===== src/mac_sideband_pkg.sv =====
package mac_sideband_pkg;

    // ------------------------------------------------------------------
    // quad geometry
    // ------------------------------------------------------------------
    localparam int CHANNELS        = 4;
    localparam int CLASSES         = 8;
    localparam int PEER_DELAY_W    = 30;
    localparam int CORR_W          = 64;
    localparam int QUANTA_W        = 16;
    localparam int COUNTERS        = 2 * CHANNELS * CLASSES;

    // ------------------------------------------------------------------
    // timing
    // ------------------------------------------------------------------
    localparam longint unsigned CLK_FREQ_HZ   = 64'd20_000_000;
    localparam longint unsigned TB_PERIOD_US  = 64'd1000;
    localparam longint unsigned TB_CYCLES_L   = (TB_PERIOD_US * CLK_FREQ_HZ + 64'd999_999) / 64'd1_000_000;
    localparam int              TB_CYCLES     = int'(TB_CYCLES_L);
    // two missed toggles before the time base is declared lost
    localparam int              TB_TIMEOUT    = 2 * TB_CYCLES;
    localparam int              QUANTA_CYCLES = 8;

    // ------------------------------------------------------------------
    // register map (byte offsets, 32-bit words)
    // ------------------------------------------------------------------
    localparam logic [3:0] OFS_CTRL       = 4'h0;
    localparam logic [3:0] OFS_STATUS     = 4'h4;
    localparam logic [3:0] OFS_IRQ_STATUS = 4'h8;
    localparam logic [3:0] OFS_IRQ_MASK   = 4'hc;

    // control fields
    localparam int         CTRL_PFC_MODE_BIT  = 0;
    localparam int         CTRL_COMPAT_BIT    = 1;
    localparam int         CTRL_HOLD_REQ_BIT  = 2;
    localparam logic [2:0] CTRL_RESET         = 3'h0;

    // status and interrupt field positions (4 bits each)
    localparam int         STAT_STOPPED_POS   = 0;
    localparam int         STAT_LPI_POS       = 4;
    localparam int         STAT_TB_ALIVE_POS  = 8;
    localparam int         IRQ_PD_LOAD_POS    = 0;
    localparam int         IRQ_TB_LOST_POS    = 4;
    localparam int         IRQ_PAUSE_POS      = 8;
    localparam logic [11:0] IRQ_MASK_RESET    = 12'h000;

endpackage


===== src/mac_tx_sideband.sv =====
`timescale 1ns/100ps

// Behaviour
// RULE1: per channel, while the hold request is high the preemptable path is held, preempting its frame if needed.
// RULE2: with the hold request unused, the preemptable path is held whenever the express FIFO is non-empty.
// RULE3: while the synchronised low-power hold is high no new frame starts on that channel.
// RULE4: the application inverts each channel's millisecond toggle once every 1 ms as a time base.
// RULE5: a high transmit halt stops the channel only after the frame in progress is complete.
// RULE6: while halt stays high no further frame starts, and starts resume once it is low again.
// RULE7: in PFC mode the synchronised 8-bit generation vectors request PFC frames per class, per express and preemptable MAC.
// RULE8: in link pause mode only bit 0 of each channel's generation byte is used and the rest ignored.
// RULE9: a 30-bit peer delay per channel is kept and added to the correction field of every one-step update.
// RULE10: the application pulses the peer delay strobe for one cycle after updating the value so it is written in.
// RULE11: once the strobe is low again the peer delay bus is ignored and may carry anything.
// RULE12: when peer delay is unused the application ties value and strobe to zero.
// RULE13: each pause-active bit is high while its class counter runs, started by a received Xoff frame.
// RULE14: in link pause mode link pause shows on bit 0 of each channel's pause-active byte.
// RULE15: in link pause mode with the compatibility bit clear the transmitter stops while the pause counter runs.
// RULE16: with the compatibility bit set transmission continues and the application enforces flow control by halt.
// RULE17: every channel's inputs and outputs act on that channel alone.
module mac_tx_sideband #(
    parameter int TB_TIMEOUT_CYCLES = mac_sideband_pkg::TB_TIMEOUT,
    parameter int QUANTA_CYCLES     = mac_sideband_pkg::QUANTA_CYCLES
) (
    // clock and reset
    input  wire logic          CLK,
    input  wire logic          NRST,
    // register port
    input  wire logic [3:0]    ADDR,
    input  wire logic [31:0]   WDATA,
    input  wire logic          WR,
    input  wire logic          RD,
    output logic      [31:0]   RDATA,
    output logic               IRQ,
    // application sideband, per channel
    input  wire logic [3:0]    TX_HOLD_REQ,
    input  wire logic [3:0]    LPI_TXHOLD,
    input  wire logic [3:0]    MILLISECOND_TOGGLE,
    input  wire logic [3:0]    MAC_STOP_TX,
    input  wire logic [31:0]   EXPRESS_XOFF_GEN,
    input  wire logic [31:0]   PREEMPT_XOFF_GEN,
    input  wire logic [119:0]  PEER_DELAY,
    input  wire logic [3:0]    PEER_DELAY_VALID,
    output logic      [31:0]   EXPRESS_PAUSE_ON,
    output logic      [31:0]   PREEMPT_PAUSE_ON,
    // transmit engine status
    input  wire logic [3:0]    EXPRESS_FIFO_NONEMPTY,
    input  wire logic [3:0]    EXPRESS_FRAME_ACTIVE,
    input  wire logic [3:0]    PREEMPT_FRAME_ACTIVE,
    // transmit engine control
    output logic      [3:0]    EXPRESS_START_OK,
    output logic      [3:0]    PREEMPT_START_OK,
    output logic      [3:0]    PREEMPT_HOLD,
    output logic      [3:0]    TX_STOPPED,
    output logic      [31:0]   EXPRESS_XOFF_REQ,
    output logic      [31:0]   PREEMPT_XOFF_REQ,
    // received pause frames
    input  wire logic          RX_PAUSE_VALID,
    input  wire logic          RX_PAUSE_PREEMPT,
    input  wire logic [1:0]    RX_PAUSE_CHAN,
    input  wire logic [7:0]    RX_PAUSE_CLASS_EN,
    input  wire logic [15:0]   RX_PAUSE_QUANTA,
    // one-step correction update
    input  wire logic          CORR_REQ,
    input  wire logic [1:0]    CORR_CHAN,
    input  wire logic [63:0]   CORR_IN,
    output logic      [63:0]   CORR_OUT,
    output logic               CORR_VALID
);
    localparam int TBW = $clog2(TB_TIMEOUT_CYCLES + 1);
    localparam int QW  = $clog2(QUANTA_CYCLES + 1);

    initial
    begin
        if (TB_TIMEOUT_CYCLES < 2)
            $error("mac_tx_sideband: TB_TIMEOUT_CYCLES must be at least 2");
        if (QUANTA_CYCLES < 1)
            $error("mac_tx_sideband: QUANTA_CYCLES must be at least 1");
    end

    // ------------------------------------------------------------------
    // synchronisers for the asynchronous inputs
    // ------------------------------------------------------------------
    logic [71:0] sync_q;
    logic [3:0]  lpi_s;
    logic [3:0]  tgl_s;
    logic [31:0] exp_gen_s;
    logic [31:0] pre_gen_s;

    sideband_sync #(.WIDTH(72)) u_sync (
        .clk  (CLK),
        .nrst (NRST),
        .d    ({PREEMPT_XOFF_GEN, EXPRESS_XOFF_GEN, MILLISECOND_TOGGLE, LPI_TXHOLD}),
        .q    (sync_q)
    );

    assign lpi_s     = sync_q[3:0];
    assign tgl_s     = sync_q[7:4];
    assign exp_gen_s = sync_q[39:8];
    assign pre_gen_s = sync_q[71:40];

    // ------------------------------------------------------------------
    // registers
    // ------------------------------------------------------------------
    logic [2:0]  ctrl;
    logic [11:0] irq_status;
    logic [11:0] irq_mask;
    logic [11:0] irq_event;
    logic [11:0] status_word;
    logic        pfc_mode;
    logic        compat;
    logic        hold_req_used;

    assign pfc_mode      = ctrl[mac_sideband_pkg::CTRL_PFC_MODE_BIT];
    assign compat        = ctrl[mac_sideband_pkg::CTRL_COMPAT_BIT];
    assign hold_req_used = ctrl[mac_sideband_pkg::CTRL_HOLD_REQ_BIT];

    wire         wr_ctrl  = WR && (ADDR == mac_sideband_pkg::OFS_CTRL);
    wire         wr_irqs  = WR && (ADDR == mac_sideband_pkg::OFS_IRQ_STATUS);
    wire         wr_mask  = WR && (ADDR == mac_sideband_pkg::OFS_IRQ_MASK);
    wire  [11:0] irq_clr  = wr_irqs ? WDATA[11:0] : 12'h000;
    // a new event in the clearing cycle survives the write-one-to-clear
    wire  [11:0] next_irq = (irq_status & ~irq_clr) | irq_event;

    wire  [31:0] rd_mux =
        (ADDR == mac_sideband_pkg::OFS_CTRL)       ? {29'h0000000, ctrl} :
        (ADDR == mac_sideband_pkg::OFS_STATUS)     ? {20'h00000, status_word} :
        (ADDR == mac_sideband_pkg::OFS_IRQ_STATUS) ? {20'h00000, irq_status} :
        (ADDR == mac_sideband_pkg::OFS_IRQ_MASK)   ? {20'h00000, irq_mask} :
                                                     32'h00000000;

    always_ff @(posedge CLK or negedge NRST)
    begin
        if (!NRST)
        begin
            ctrl       <= mac_sideband_pkg::CTRL_RESET;
            irq_mask   <= mac_sideband_pkg::IRQ_MASK_RESET;
            irq_status <= 12'h000;
            RDATA      <= 32'h00000000;
            IRQ        <= 1'b0;
        end
        else
        begin
            if (wr_ctrl)
                ctrl <= WDATA[2:0];
            if (wr_mask)
                irq_mask <= WDATA[11:0];
            irq_status <= next_irq;
            RDATA      <= RD ? rd_mux : 32'h00000000;
            IRQ        <= |(next_irq & (wr_mask ? WDATA[11:0] : irq_mask));
        end
    end

    // ------------------------------------------------------------------
    // pause quanta time base
    // ------------------------------------------------------------------
    logic [QW-1:0] quanta_div;
    wire           quanta_tick = (quanta_div == QW'(QUANTA_CYCLES - 1));

    always_ff @(posedge CLK or negedge NRST)
    begin
        if (!NRST)
            quanta_div <= '0;
        else
            quanta_div <= quanta_tick ? '0 : quanta_div + QW'(1);
    end

    // ------------------------------------------------------------------
    // received pause counters: index = mac*32 + channel*8 + class
    // ------------------------------------------------------------------
    logic [15:0] pause_cnt [mac_sideband_pkg::COUNTERS];
    logic [63:0] pause_on;
    logic [63:0] pause_rise;

    for (genvar i = 0; i < mac_sideband_pkg::COUNTERS; i++)
    begin : g_pause
        localparam int  M   = i / 32;
        localparam int  C   = (i / 8) % 4;
        localparam int  K   = i % 8;
        localparam logic       M_B = M[0];
        localparam logic [1:0] C_B = C[1:0];
        // link pause carries only class 0
        wire        hit = RX_PAUSE_VALID && (RX_PAUSE_PREEMPT == M_B) && (RX_PAUSE_CHAN == C_B)
                          && RX_PAUSE_CLASS_EN[K] && (pfc_mode || (K == 0)); // [RULE14]
        wire [15:0] next_cnt = hit ? RX_PAUSE_QUANTA :
                               (quanta_tick && (pause_cnt[i] != 16'h0000)) ? pause_cnt[i] - 16'h0001 :
                               pause_cnt[i];

        assign pause_rise[i] = (next_cnt != 16'h0000) && !pause_on[i];

        always_ff @(posedge CLK or negedge NRST)
        begin
            if (!NRST)
            begin
                pause_cnt[i] <= 16'h0000;
                pause_on[i]  <= 1'b0;
            end
            else
            begin
                pause_cnt[i] <= next_cnt;
                pause_on[i]  <= (next_cnt != 16'h0000); // [RULE13]
            end
        end
    end

    assign EXPRESS_PAUSE_ON = pause_on[31:0];
    assign PREEMPT_PAUSE_ON = pause_on[63:32];

    // ------------------------------------------------------------------
    // per-channel transmit control
    // ------------------------------------------------------------------
    logic [29:0] peer_delay [mac_sideband_pkg::CHANNELS];
    logic [3:0]  tgl_prev;
    logic [3:0]  tb_alive;
    logic [TBW-1:0] tb_cnt [mac_sideband_pkg::CHANNELS];

    for (genvar c = 0; c < mac_sideband_pkg::CHANNELS; c++)
    begin : g_chan
        // hold request overrides the automatic express-FIFO trigger only when enabled
        wire pre_hold   = hold_req_used ? TX_HOLD_REQ[c] : EXPRESS_FIFO_NONEMPTY[c]; // [RULE1] [RULE2]
        // with compatibility set the received pause never gates the transmitter
        wire link_pause_e = !pfc_mode && !compat && pause_on[c*8];        // [RULE15] [RULE16]
        wire link_pause_p = !pfc_mode && !compat && pause_on[32 + c*8];   // [RULE15] [RULE16]
        // start permission only gates new frames, so a frame already going finishes
        wire block      = MAC_STOP_TX[c] || lpi_s[c];                     // [RULE3] [RULE5] [RULE6]
        wire tb_edge    = tgl_s[c] ^ tgl_prev[c];
        wire tb_expire  = (tb_cnt[c] == TBW'(TB_TIMEOUT_CYCLES - 1));
        wire tb_dead    = (tb_cnt[c] == TBW'(TB_TIMEOUT_CYCLES));
        wire [7:0] gen_mask = pfc_mode ? 8'hff : 8'h01;                   // [RULE8]

        assign irq_event[mac_sideband_pkg::IRQ_PD_LOAD_POS + c] = PEER_DELAY_VALID[c];
        assign irq_event[mac_sideband_pkg::IRQ_TB_LOST_POS + c] = tb_expire && !tb_edge;
        assign irq_event[mac_sideband_pkg::IRQ_PAUSE_POS + c]   =
            (|pause_rise[c*8 +: 8]) || (|pause_rise[32 + c*8 +: 8]);
        assign status_word[mac_sideband_pkg::STAT_STOPPED_POS + c]  = TX_STOPPED[c];
        assign status_word[mac_sideband_pkg::STAT_LPI_POS + c]      = lpi_s[c];
        assign status_word[mac_sideband_pkg::STAT_TB_ALIVE_POS + c] = tb_alive[c];

        always_ff @(posedge CLK or negedge NRST) // [RULE17]
        begin
            if (!NRST)
            begin
                EXPRESS_START_OK[c]       <= 1'b0;
                PREEMPT_START_OK[c]       <= 1'b0;
                PREEMPT_HOLD[c]           <= 1'b0;
                TX_STOPPED[c]             <= 1'b0;
                EXPRESS_XOFF_REQ[c*8 +: 8] <= 8'h00;
                PREEMPT_XOFF_REQ[c*8 +: 8] <= 8'h00;
                peer_delay[c]             <= 30'h00000000;
                tgl_prev[c]               <= 1'b0;
                tb_cnt[c]                 <= '0;
                tb_alive[c]               <= 1'b0;
            end
            else
            begin
                EXPRESS_START_OK[c] <= !block && !link_pause_e;
                PREEMPT_START_OK[c] <= !block && !link_pause_p && !pre_hold;
                PREEMPT_HOLD[c]     <= pre_hold;                                  // [RULE1]
                TX_STOPPED[c]       <= MAC_STOP_TX[c] && !EXPRESS_FRAME_ACTIVE[c]
                                       && !PREEMPT_FRAME_ACTIVE[c];               // [RULE5]
                EXPRESS_XOFF_REQ[c*8 +: 8] <= exp_gen_s[c*8 +: 8] & gen_mask;     // [RULE7]
                PREEMPT_XOFF_REQ[c*8 +: 8] <= pre_gen_s[c*8 +: 8] & gen_mask;     // [RULE7]
                // the bus is sampled only on the strobe and ignored otherwise
                if (PEER_DELAY_VALID[c])
                    peer_delay[c] <= PEER_DELAY[c*30 +: 30];                      // [RULE11]
                tgl_prev[c] <= tgl_s[c];
                // watchdog: the counter parks one past expiry, so a missing toggle is reported once
                if (tb_edge)
                begin
                    tb_cnt[c]   <= '0;
                    tb_alive[c] <= 1'b1;
                end
                else if (!tb_dead)
                begin
                    tb_cnt[c] <= tb_cnt[c] + TBW'(1);
                    if (tb_expire)
                        tb_alive[c] <= 1'b0;
                end
            end
        end
    end

    // ------------------------------------------------------------------
    // one-step correction: add the stored peer delay of the chosen channel
    // ------------------------------------------------------------------
    wire [63:0] corr_sum = CORR_IN + {34'h000000000, peer_delay[CORR_CHAN]}; // [RULE9]

    always_ff @(posedge CLK or negedge NRST)
    begin
        if (!NRST)
        begin
            CORR_OUT   <= 64'h0000000000000000;
            CORR_VALID <= 1'b0;
        end
        else
        begin
            CORR_VALID <= CORR_REQ;
            if (CORR_REQ)
                CORR_OUT <= corr_sum;
        end
    end
endmodule


===== src/sideband_sync.sv =====
`timescale 1ns/100ps

// three-stage synchroniser; a change is taken once stages two and three agree
module sideband_sync #(
    parameter int WIDTH = 1
) (
    // clock and reset
    input  wire logic             clk,
    input  wire logic             nrst,
    // signals
    input  wire logic [WIDTH-1:0] d,
    output logic      [WIDTH-1:0] q
);
    logic [WIDTH-1:0] stage1;
    logic [WIDTH-1:0] stage2;
    logic [WIDTH-1:0] stage3;

    initial
    begin
        if (WIDTH < 1)
            $error("sideband_sync: WIDTH must be at least 1");
    end

    always_ff @(posedge clk or negedge nrst)
    begin
        if (!nrst)
        begin
            stage1 <= '0;
            stage2 <= '0;
            stage3 <= '0;
            q      <= '0;
        end
        else
        begin
            stage1 <= d;
            stage2 <= stage1;
            stage3 <= stage2;
            // per bit: stage two and three must match before the output follows
            q      <= (q & (stage2 ^ stage3)) | (stage2 & ~(stage2 ^ stage3));
        end
    end
endmodule


===== config.mk =====
export PLATFORM = sky130hd
export DESIGN_NAME = mac_tx_sideband
export DESIGN_NICKNAME = d
export VERILOG_FILES = /design/src/mac_sideband_pkg.sv /design/src/mac_tx_sideband.sv /design/src/sideband_sync.sv
export SDC_FILE = /design/constraint.sdc
export NUM_CORES = 2
export LEC_CHECK = 0
export BUFFER_PORTS_ARGS = -buffer_cell sky130_fd_sc_hd__clkbuf_2
export CORE_MARGIN = 2
export CORE_UTILIZATION = 41
export DETAILED_ROUTE_END_ITERATION = 10
export PLACE_DENSITY = 0.64
export SLEW_MARGIN = 0
export SYNTH_ARGS = -nofsm -noshare
export SYNTH_HDL_FRONTEND = slang
export SYNTH_SLANG_ARGS = --single-unit

===== constraint.sdc =====
create_clock -name CLK -period 7.5 [get_ports CLK]
set_clock_uncertainty 0.05 [all_clocks]
set_input_delay 0.375 -clock CLK [delete_from_list [all_inputs] [get_ports CLK]]
set_output_delay 0.375 -clock CLK [all_outputs]
set_load 0.1 [all_outputs]

; ---- Word-level counts from Yosys, hierarchy flattened
; Index checks and enable logic that the tools add are counted.
[totals]
ff_bits = 1757
inputBits = 351
output_inout_bits = 242
wordCells = 1000
[classes]
bitwise = 23
order_cmp = 1
n_mux = 164
add_sub_neg = 70
n_reduce_logical = 543
n_eq_ne = 19
[ops]
columns = cell, count
row1 = $mux 16, 136
row2 = $reduce_bool 16->1, 128
row3 = $sub 16x1->16 const B, 64
row4 = $logic_and 1x1->1, 294
row5 = $and 72x72->72, 2
row6 = $eq 16x16->1 const B, 8
row7 = $logic_not 1->1, 94
row8 = $mux 12, 7
row9 = $not 72->72, 1
row10 = $or 72x72->72, 1
row11 = $xor 72x72->72, 1
row12 = $add 16x1->16 const B, 4
row13 = $add 64x30->64, 1
row14 = $and 8x8->8, 8
row15 = $reduce_or 8->1, 8
row16 = $bmux 30 s2, 1
row17 = $mux 30, 2
row18 = $and 12x12->12, 2
row19 = $mux 1, 16
row20 = $not 12->12, 1
row21 = $or 12x12->12, 1
row22 = $reduce_or 12->1, 1
row23 = $eq 4x3->1 const B, 2
row24 = $eq 4x4->1 const B, 2
row25 = 15 further kinds, 35

; ---- Logic depth before layout (Yosys ltp)
[logic_depth]
depth_word = 13
mapped_depth = 20
ltp_nobuf = 15

; ---- Cells and area by module
; From an unflattened synthesis, not the netlist that was laid out.
[unflattened]
hier_cells = 10091
area_unflattened_um2 = 94672.0
[modules_own_cells]
columns = module, n_inst, seq_area_each_um2, cells_each, area_each_um2
row1 = mac_tx_sideband, 1, 36760.3, 9731, 86654.4
row2 = sideband_sync, 1, 7206.9, 360, 8017.7

; ---- Worst setup path after synthesis
; Ideal clock, no wire load.
[synth_timing]
path_type = input to register
startpoint = input port CORR_CHAN[0]
endpoint = register CORR_OUT[53]
setup_time_ns = 0.078
cell_stages = 14
path_buffers = 1
required_time_ns = 7.372
arrival_time_ns = 4.342
slack_ns = 3.030
path_cell_list = buf_1 mux4_2 ha_1 and3_1 nand2_1 nor2_1 or3b_2 a2111o_1 a31oi_1 a211oi_1 nor3_1 nand3_1 xor2_1 a21oi_1
[synth_between]
elab_chain_cells = 5
[synth_rtl]
columns = item, line_no
row1 = from (decl), mac_tx_sideband.sv:65  ; input wire logic [1:0] CORR_CHAN,
row2 = $not 2->3 (not written as such), mac_tx_sideband.sv:286  ; wire [63:0] corr_sum = CORR_IN + {34'h000000000, peer_delay[CORR_CHAN]};
row3 = $bmux 30 s2, mac_tx_sideband.sv:286
row4 = $mux 30 (not written as such) (2 in series), mac_tx_sideband.sv:286
row5 = $add 64x30->64, mac_tx_sideband.sv:286
row6 = to (signal assigned), mac_tx_sideband.sv:299  ; CORR_OUT <= corr_sum;
row7 = to (decl), mac_tx_sideband.sv:67  ; output logic [63:0] CORR_OUT,
; No other way between the ends. The select of a mux whose other input is x is not followed.
; A chain may end at the register's enable or synchronous reset.

; ---- Worst setup path in the final report
[layout_timing]
startpoint = register quanta_div[0]
endpoint = register IRQ
[layout_between]
elab_chain_cells = 11
elab_cells_between_ends = 336
cone_classes = 1 x eq/ne / 128 x mux / 2 x bitwise / 205 x reduce/logical
[layout_rtl]
columns = item, line_no
row1 = from (decl), mac_tx_sideband.sv:157  ; logic [QW-1:0] quanta_div;
row2 = from (signal assigned), mac_tx_sideband.sv:165  ; quanta_div <= quanta_tick ? '0 : quanta_div + QW'(1);
row3 = $eq 4x3->1 (*), mac_tx_sideband.sv:158  ; wire quanta_tick = (quanta_div == QW'(QUANTA_CYCLES - 1));
row4 = $logic_and 1x1->1, mac_tx_sideband.sv:186  ; (quanta_tick && (pause_cnt[i] != 16'h0000)) ? pause_cnt[i] - 16'h0001 :
row5 = $mux 16, mac_tx_sideband.sv:186
row6 = $mux 16, mac_tx_sideband.sv:185  ; wire [15:0] next_cnt = hit ? RX_PAUSE_QUANTA :
row7 = $reduce_bool 16->1, mac_tx_sideband.sv:189  ; assign pause_rise[i] = (next_cnt != 16'h0000) && !pause_on[i];
row8 = $logic_and 1x1->1, mac_tx_sideband.sv:189
row9 = $reduce_or 8->1, mac_tx_sideband.sv:234  ; (|pause_rise[c*8 +: 8]) || (|pause_rise[32 + c*8 +: 8]);
row10 = $logic_or 1x1->1, mac_tx_sideband.sv:234
row11 = $or 12x12->12 (*), mac_tx_sideband.sv:123  ; wire [11:0] next_irq = (irq_status & ~irq_clr) | irq_event;
row12 = $and 12x12->12 (*), mac_tx_sideband.sv:150  ; IRQ <= |(next_irq & (wr_mask ? WDATA[11:0] : irq_mask));
row13 = $reduce_or 12->1 (*), mac_tx_sideband.sv:150
row14 = to (signal assigned), mac_tx_sideband.sv:150
row15 = to (decl), mac_tx_sideband.sv:34  ; output logic IRQ,
; Every way passes the cells marked *; elsewhere a longest branch is shown, timed or not.

==> impl_metrics.env <==
export IMPL_avgSynthCellArea_um2=9.37
export IMPL_met1_length_mm=138
export IMPL_maxCapViolCount=0
export IMPL_grt_ovfl_total=0
export IMPL_slowest_stage="nor4_1"
export IMPL_ioPinCount=593
export IMPL_max_stage_delay_ns=0.97
export IMPL_setup_viol=0
export IMPL_cp_start_kind="flop"
export IMPL_tns_ns=0
export IMPL_coreArea_mm2=0.230
export IMPL_swShare_pct=35.8
export IMPL_cp_data_required_time_ns=8.18
export IMPL_dieArea_mm2=0.236
export IMPL_place_hpwl_mm=219
export IMPL_timing_slew_headroom_pct=14.3
export IMPL_cts_buffers=199
export IMPL_clk_latency_ns=0.88
export IMPL_grt_pass1_vias=82800
export IMPL_yosysSeqAreaShare_pct=46.2
export IMPL_post_cts_buffers=0
export IMPL_drv_slew=0
export IMPL_leakage_nw=42.8
export IMPL_htree_levels=4
export IMPL_vias=84800
export IMPL_synthesis_area_mm2=0.0951
export IMPL_critical_path_arrival_ns=6.95
export IMPL_initial_utilization_pct=41.3
export IMPL_fill_cells=21000
export IMPL_die_h_um=486
export IMPL_end_kind="flop"
export IMPL_hold_viol_final=0
export IMPL_yosys_warnings=0
export IMPL_area_delta_synth_final_pct=17.7
export IMPL_async_flop_share_pct=100
export IMPL_ctsResizeCount=0
export IMPL_fmax_mhz=159
export IMPL_status="finished clean"
export IMPL_via_per_inst=6.02
export IMPL_postLayoutSetupSlackWorst_ns=1.22
export IMPL_drtIter0Drc=9148
export IMPL_dieWidth_um=486
export IMPL_worstPathCellList="ha_2, nand3b_1, nor4_1, and3_1, xnor2_1, nand4_1, a2111oi_0, a41oi_1, a2111oi_0, buf_4, nand4_1, o41ai_1, nand4_1"
export IMPL_grt_usage_pct=27.2
export IMPL_clkPwrFrac_pct=32.8
export IMPL_powerDensity_mw_per_mm2=293
export IMPL_top_layer="met5"
export IMPL_comb_power_share_pct=24.6
export IMPL_layout_common_cells="1754 x dfrtp_1, 1062 x nor2_1, 815 x nand2_1"
export IMPL_path_clk_slew_ns=0.06
export IMPL_worstPathMaxFanout=7
export IMPL_synthesis_instances=10100
export IMPL_wl_met3_mm=26.4
export IMPL_p_int_mw=21.0
export IMPL_period_needed_ns=6.28
export IMPL_drc_errors=0
export IMPL_final_common_cell="dfrtp_1"
export IMPL_wl_met2_mm=147
export IMPL_drt_first_pass_iters=9
export IMPL_tightest_slew_ns=1.28
export IMPL_fin_nets=11400
export IMPL_synth_edf_count=0
export IMPL_grt_pass1_wl_mm=501
export IMPL_finalWeightedCongestion=0.956
export IMPL_rows=176
export IMPL_finalCritPeriodShare_pct=83.7
export IMPL_ys_flop_type="dfrtp_1"
export IMPL_synth_seq_cells=1757
export IMPL_antenna_found_initial=31
export IMPL_hp_class="in -> async"
export IMPL_dp_slack_ns=1.37
export IMPL_io_buffers=552
export IMPL_crit_path_frequent_cell="nand4_1"
export IMPL_power_frac_seq_pct=42.6
export IMPL_critPathKind="reg -> reg"
export IMPL_grt_max_degree=197
export IMPL_antenna_left=0
export IMPL_cts_root_buffer="clkbuf_16"
export IMPL_clk_path_buf_depth=3
export IMPL_p_sw_mw=11.7
export IMPL_synthDistinctLibCells=103
export IMPL_cts_sinks=1757
export IMPL_ir_drop_v=0.000308
export IMPL_drt_wirelength_per_cell_um=23.4
export IMPL_cts_tree="built"
export IMPL_totalWireLength_mm=330
export IMPL_rsz0062_at_grt="false"
export IMPL_drive_gt1_share_pct=13.6
registers in the layout, summed over array words and instances (netlist names), 12 cells and up, named ones only:
signal            cells
irq_status           12
EXPRESS_XOFF_REQ     32
PREEMPT_PAUSE_ON     32
PREEMPT_XOFF_REQ     32
u_sync.stage2        72
u_sync.stage3        72
pause_cnt          1024
peer_delay          120
irq_mask             12
RDATA                12
EXPRESS_PAUSE_ON     32
u_sync.stage1        72
tb_cnt               64
CORR_OUT             64
cell usage after synthesis, types with 34 or more instances:
library cell  number  area share (%)
dfrtp_1         1757              46
nand2_1          815             3.2
o21a_1            34            0.27
a22oi_1           45            0.36
or4_1            196             1.5
nor2_1          1065             4.2
ha_1             167             2.2
inv_1            299             1.2
o21ai_0          544             2.9
o31ai_1           85            0.67
nand2b_1          67            0.44
o211ai_1         131             1.0
clkbuf_1         446             1.8
a21oi_1          545             2.9
mux2_2           200             2.4
a211oi_1         119            0.94
nor4_1           341             2.2
nand4b_1          65            0.60
or3_1            193             1.3
nand4_1          161             1.1
mux2i_1           63            0.66
and3_1            88            0.58
xor2_1           215             2.0
buf_1             63            0.25
or2_2             62            0.41
a21o_1            73            0.58
nor3b_1           39            0.31
maj3_1            72            0.76
a2111oi_0         48            0.44
and2_1           101            0.66
xnor2_1          482             4.4
nor4b_1           68            0.63
o41ai_1           37            0.34
nand3_1          271             1.4
a31oi_1          177             1.2
nor3_1           427             2.2
stage by stage:
stage | cell area [um^2] | cells | util, % | power [mW] | hold WS [ns]
global route | 112000 | 14100 | 48.6 | 34.3 | 0.0464
CTS | 112000 | 14100 | 48.5 | 32.7 | 0.00395
detailed placement | 101000 | 13400 | 44.0 | 21.7 | 0.285
floorplan | 95200 | 10200 | - | 19.3 | 0.0294
global placement | 101000 | 13400 | 44.0 | 21.4 | 0.282
finish | 112000 | 14100 | 48.6 | 32.7 | 0.0582
worst max-delay path, delay by kind of cell (launching register included):
kind                       cells  cell delay, ns
DFF                            1            0.38
buffers and inverters          1            0.23
adders and majority gates      1            0.19
and+or+nand+nor                6            2.80
xor gates and xnor gates       1            0.14
AOI/OAI and AO/OA              4            2.34
final cells by class:
cell class / instances / area, um^2 / share of cell area, %
Sequential cell: 1757 / 44000 / 39.3
Antenna cell: 21 / 52.6 / 0.0470
Inverter: 303 / 1140 / 1.02
Clock buffer: 271 / 5710 / 5.10
Tap cell: 3026 / 3790 / 3.38
Timing Repair Buffer: 1069 / 7700 / 6.89
Clock inverter: 104 / 1590 / 1.42
Multi-Input combinational cell: 7552 / 47900 / 42.8
worst paths after layout:
path,start,to,slack [ns],cells after the start
max in group asynchronous,NRST,u_sync.stage1[17],5.13,4
hold / removal,NRST,pause_cnt[784],0.06,2
setup / recovery,quanta_div[0],IRQ,1.22,13
setup reg to reg,quanta_div[0],IRQ,1.22,13
min in group CLK,RX_PAUSE_CLASS_EN[2],pause_cnt[593],0.07,5
hold reg to reg,u_sync.stage1[37],u_sync.stage2[37],0.28,0
timing repair:
item | 4_1_cts | 5_1_grt
hold buffers | 310 | 0
hold endpoints to repair | 524 | 0
endpoints found under the setup margin | 0 | 0
power by group through the flow:
stage | logic, mW | clock network, mW | registers, mW
2_1_floorplan | 4.85 | 0 | 14.4
3_3_place_gp | 7.59 | 0 | 13.9
3_5_place_dp | 7.79 | 0 | 13.9
5_1_grt | 8.82 | 11.3 | 14.2
6_report | 8.06 | 10.7 | 13.9
4_1_cts | 7.97 | 10.9 | 13.8
routing by layer:
layer	vias to the layer above	GRT usage (%)
li1	38600	-
met1	41800	36.3
met5	-	0
met2	3578	41.9
met4	6	14.0
met3	886	5.48
logic make-up after synthesis:
| logic type | share of synthesized area (%) |
|---|---|
| buffers and inverters | 3.53 |
| flip-flops | 46.2 |
| multiplexers | 3.74 |
| AND/OR/NAND/NOR | 22.5 |
| XOR/XNOR | 6.42 |
| adder cells (fa/ha/maj) | 2.98 |
| other | 0.00394 |
| AO/OA/AOI/OAI | 14.6 |
No activity file was read; power rests on OpenSTA's default activity.
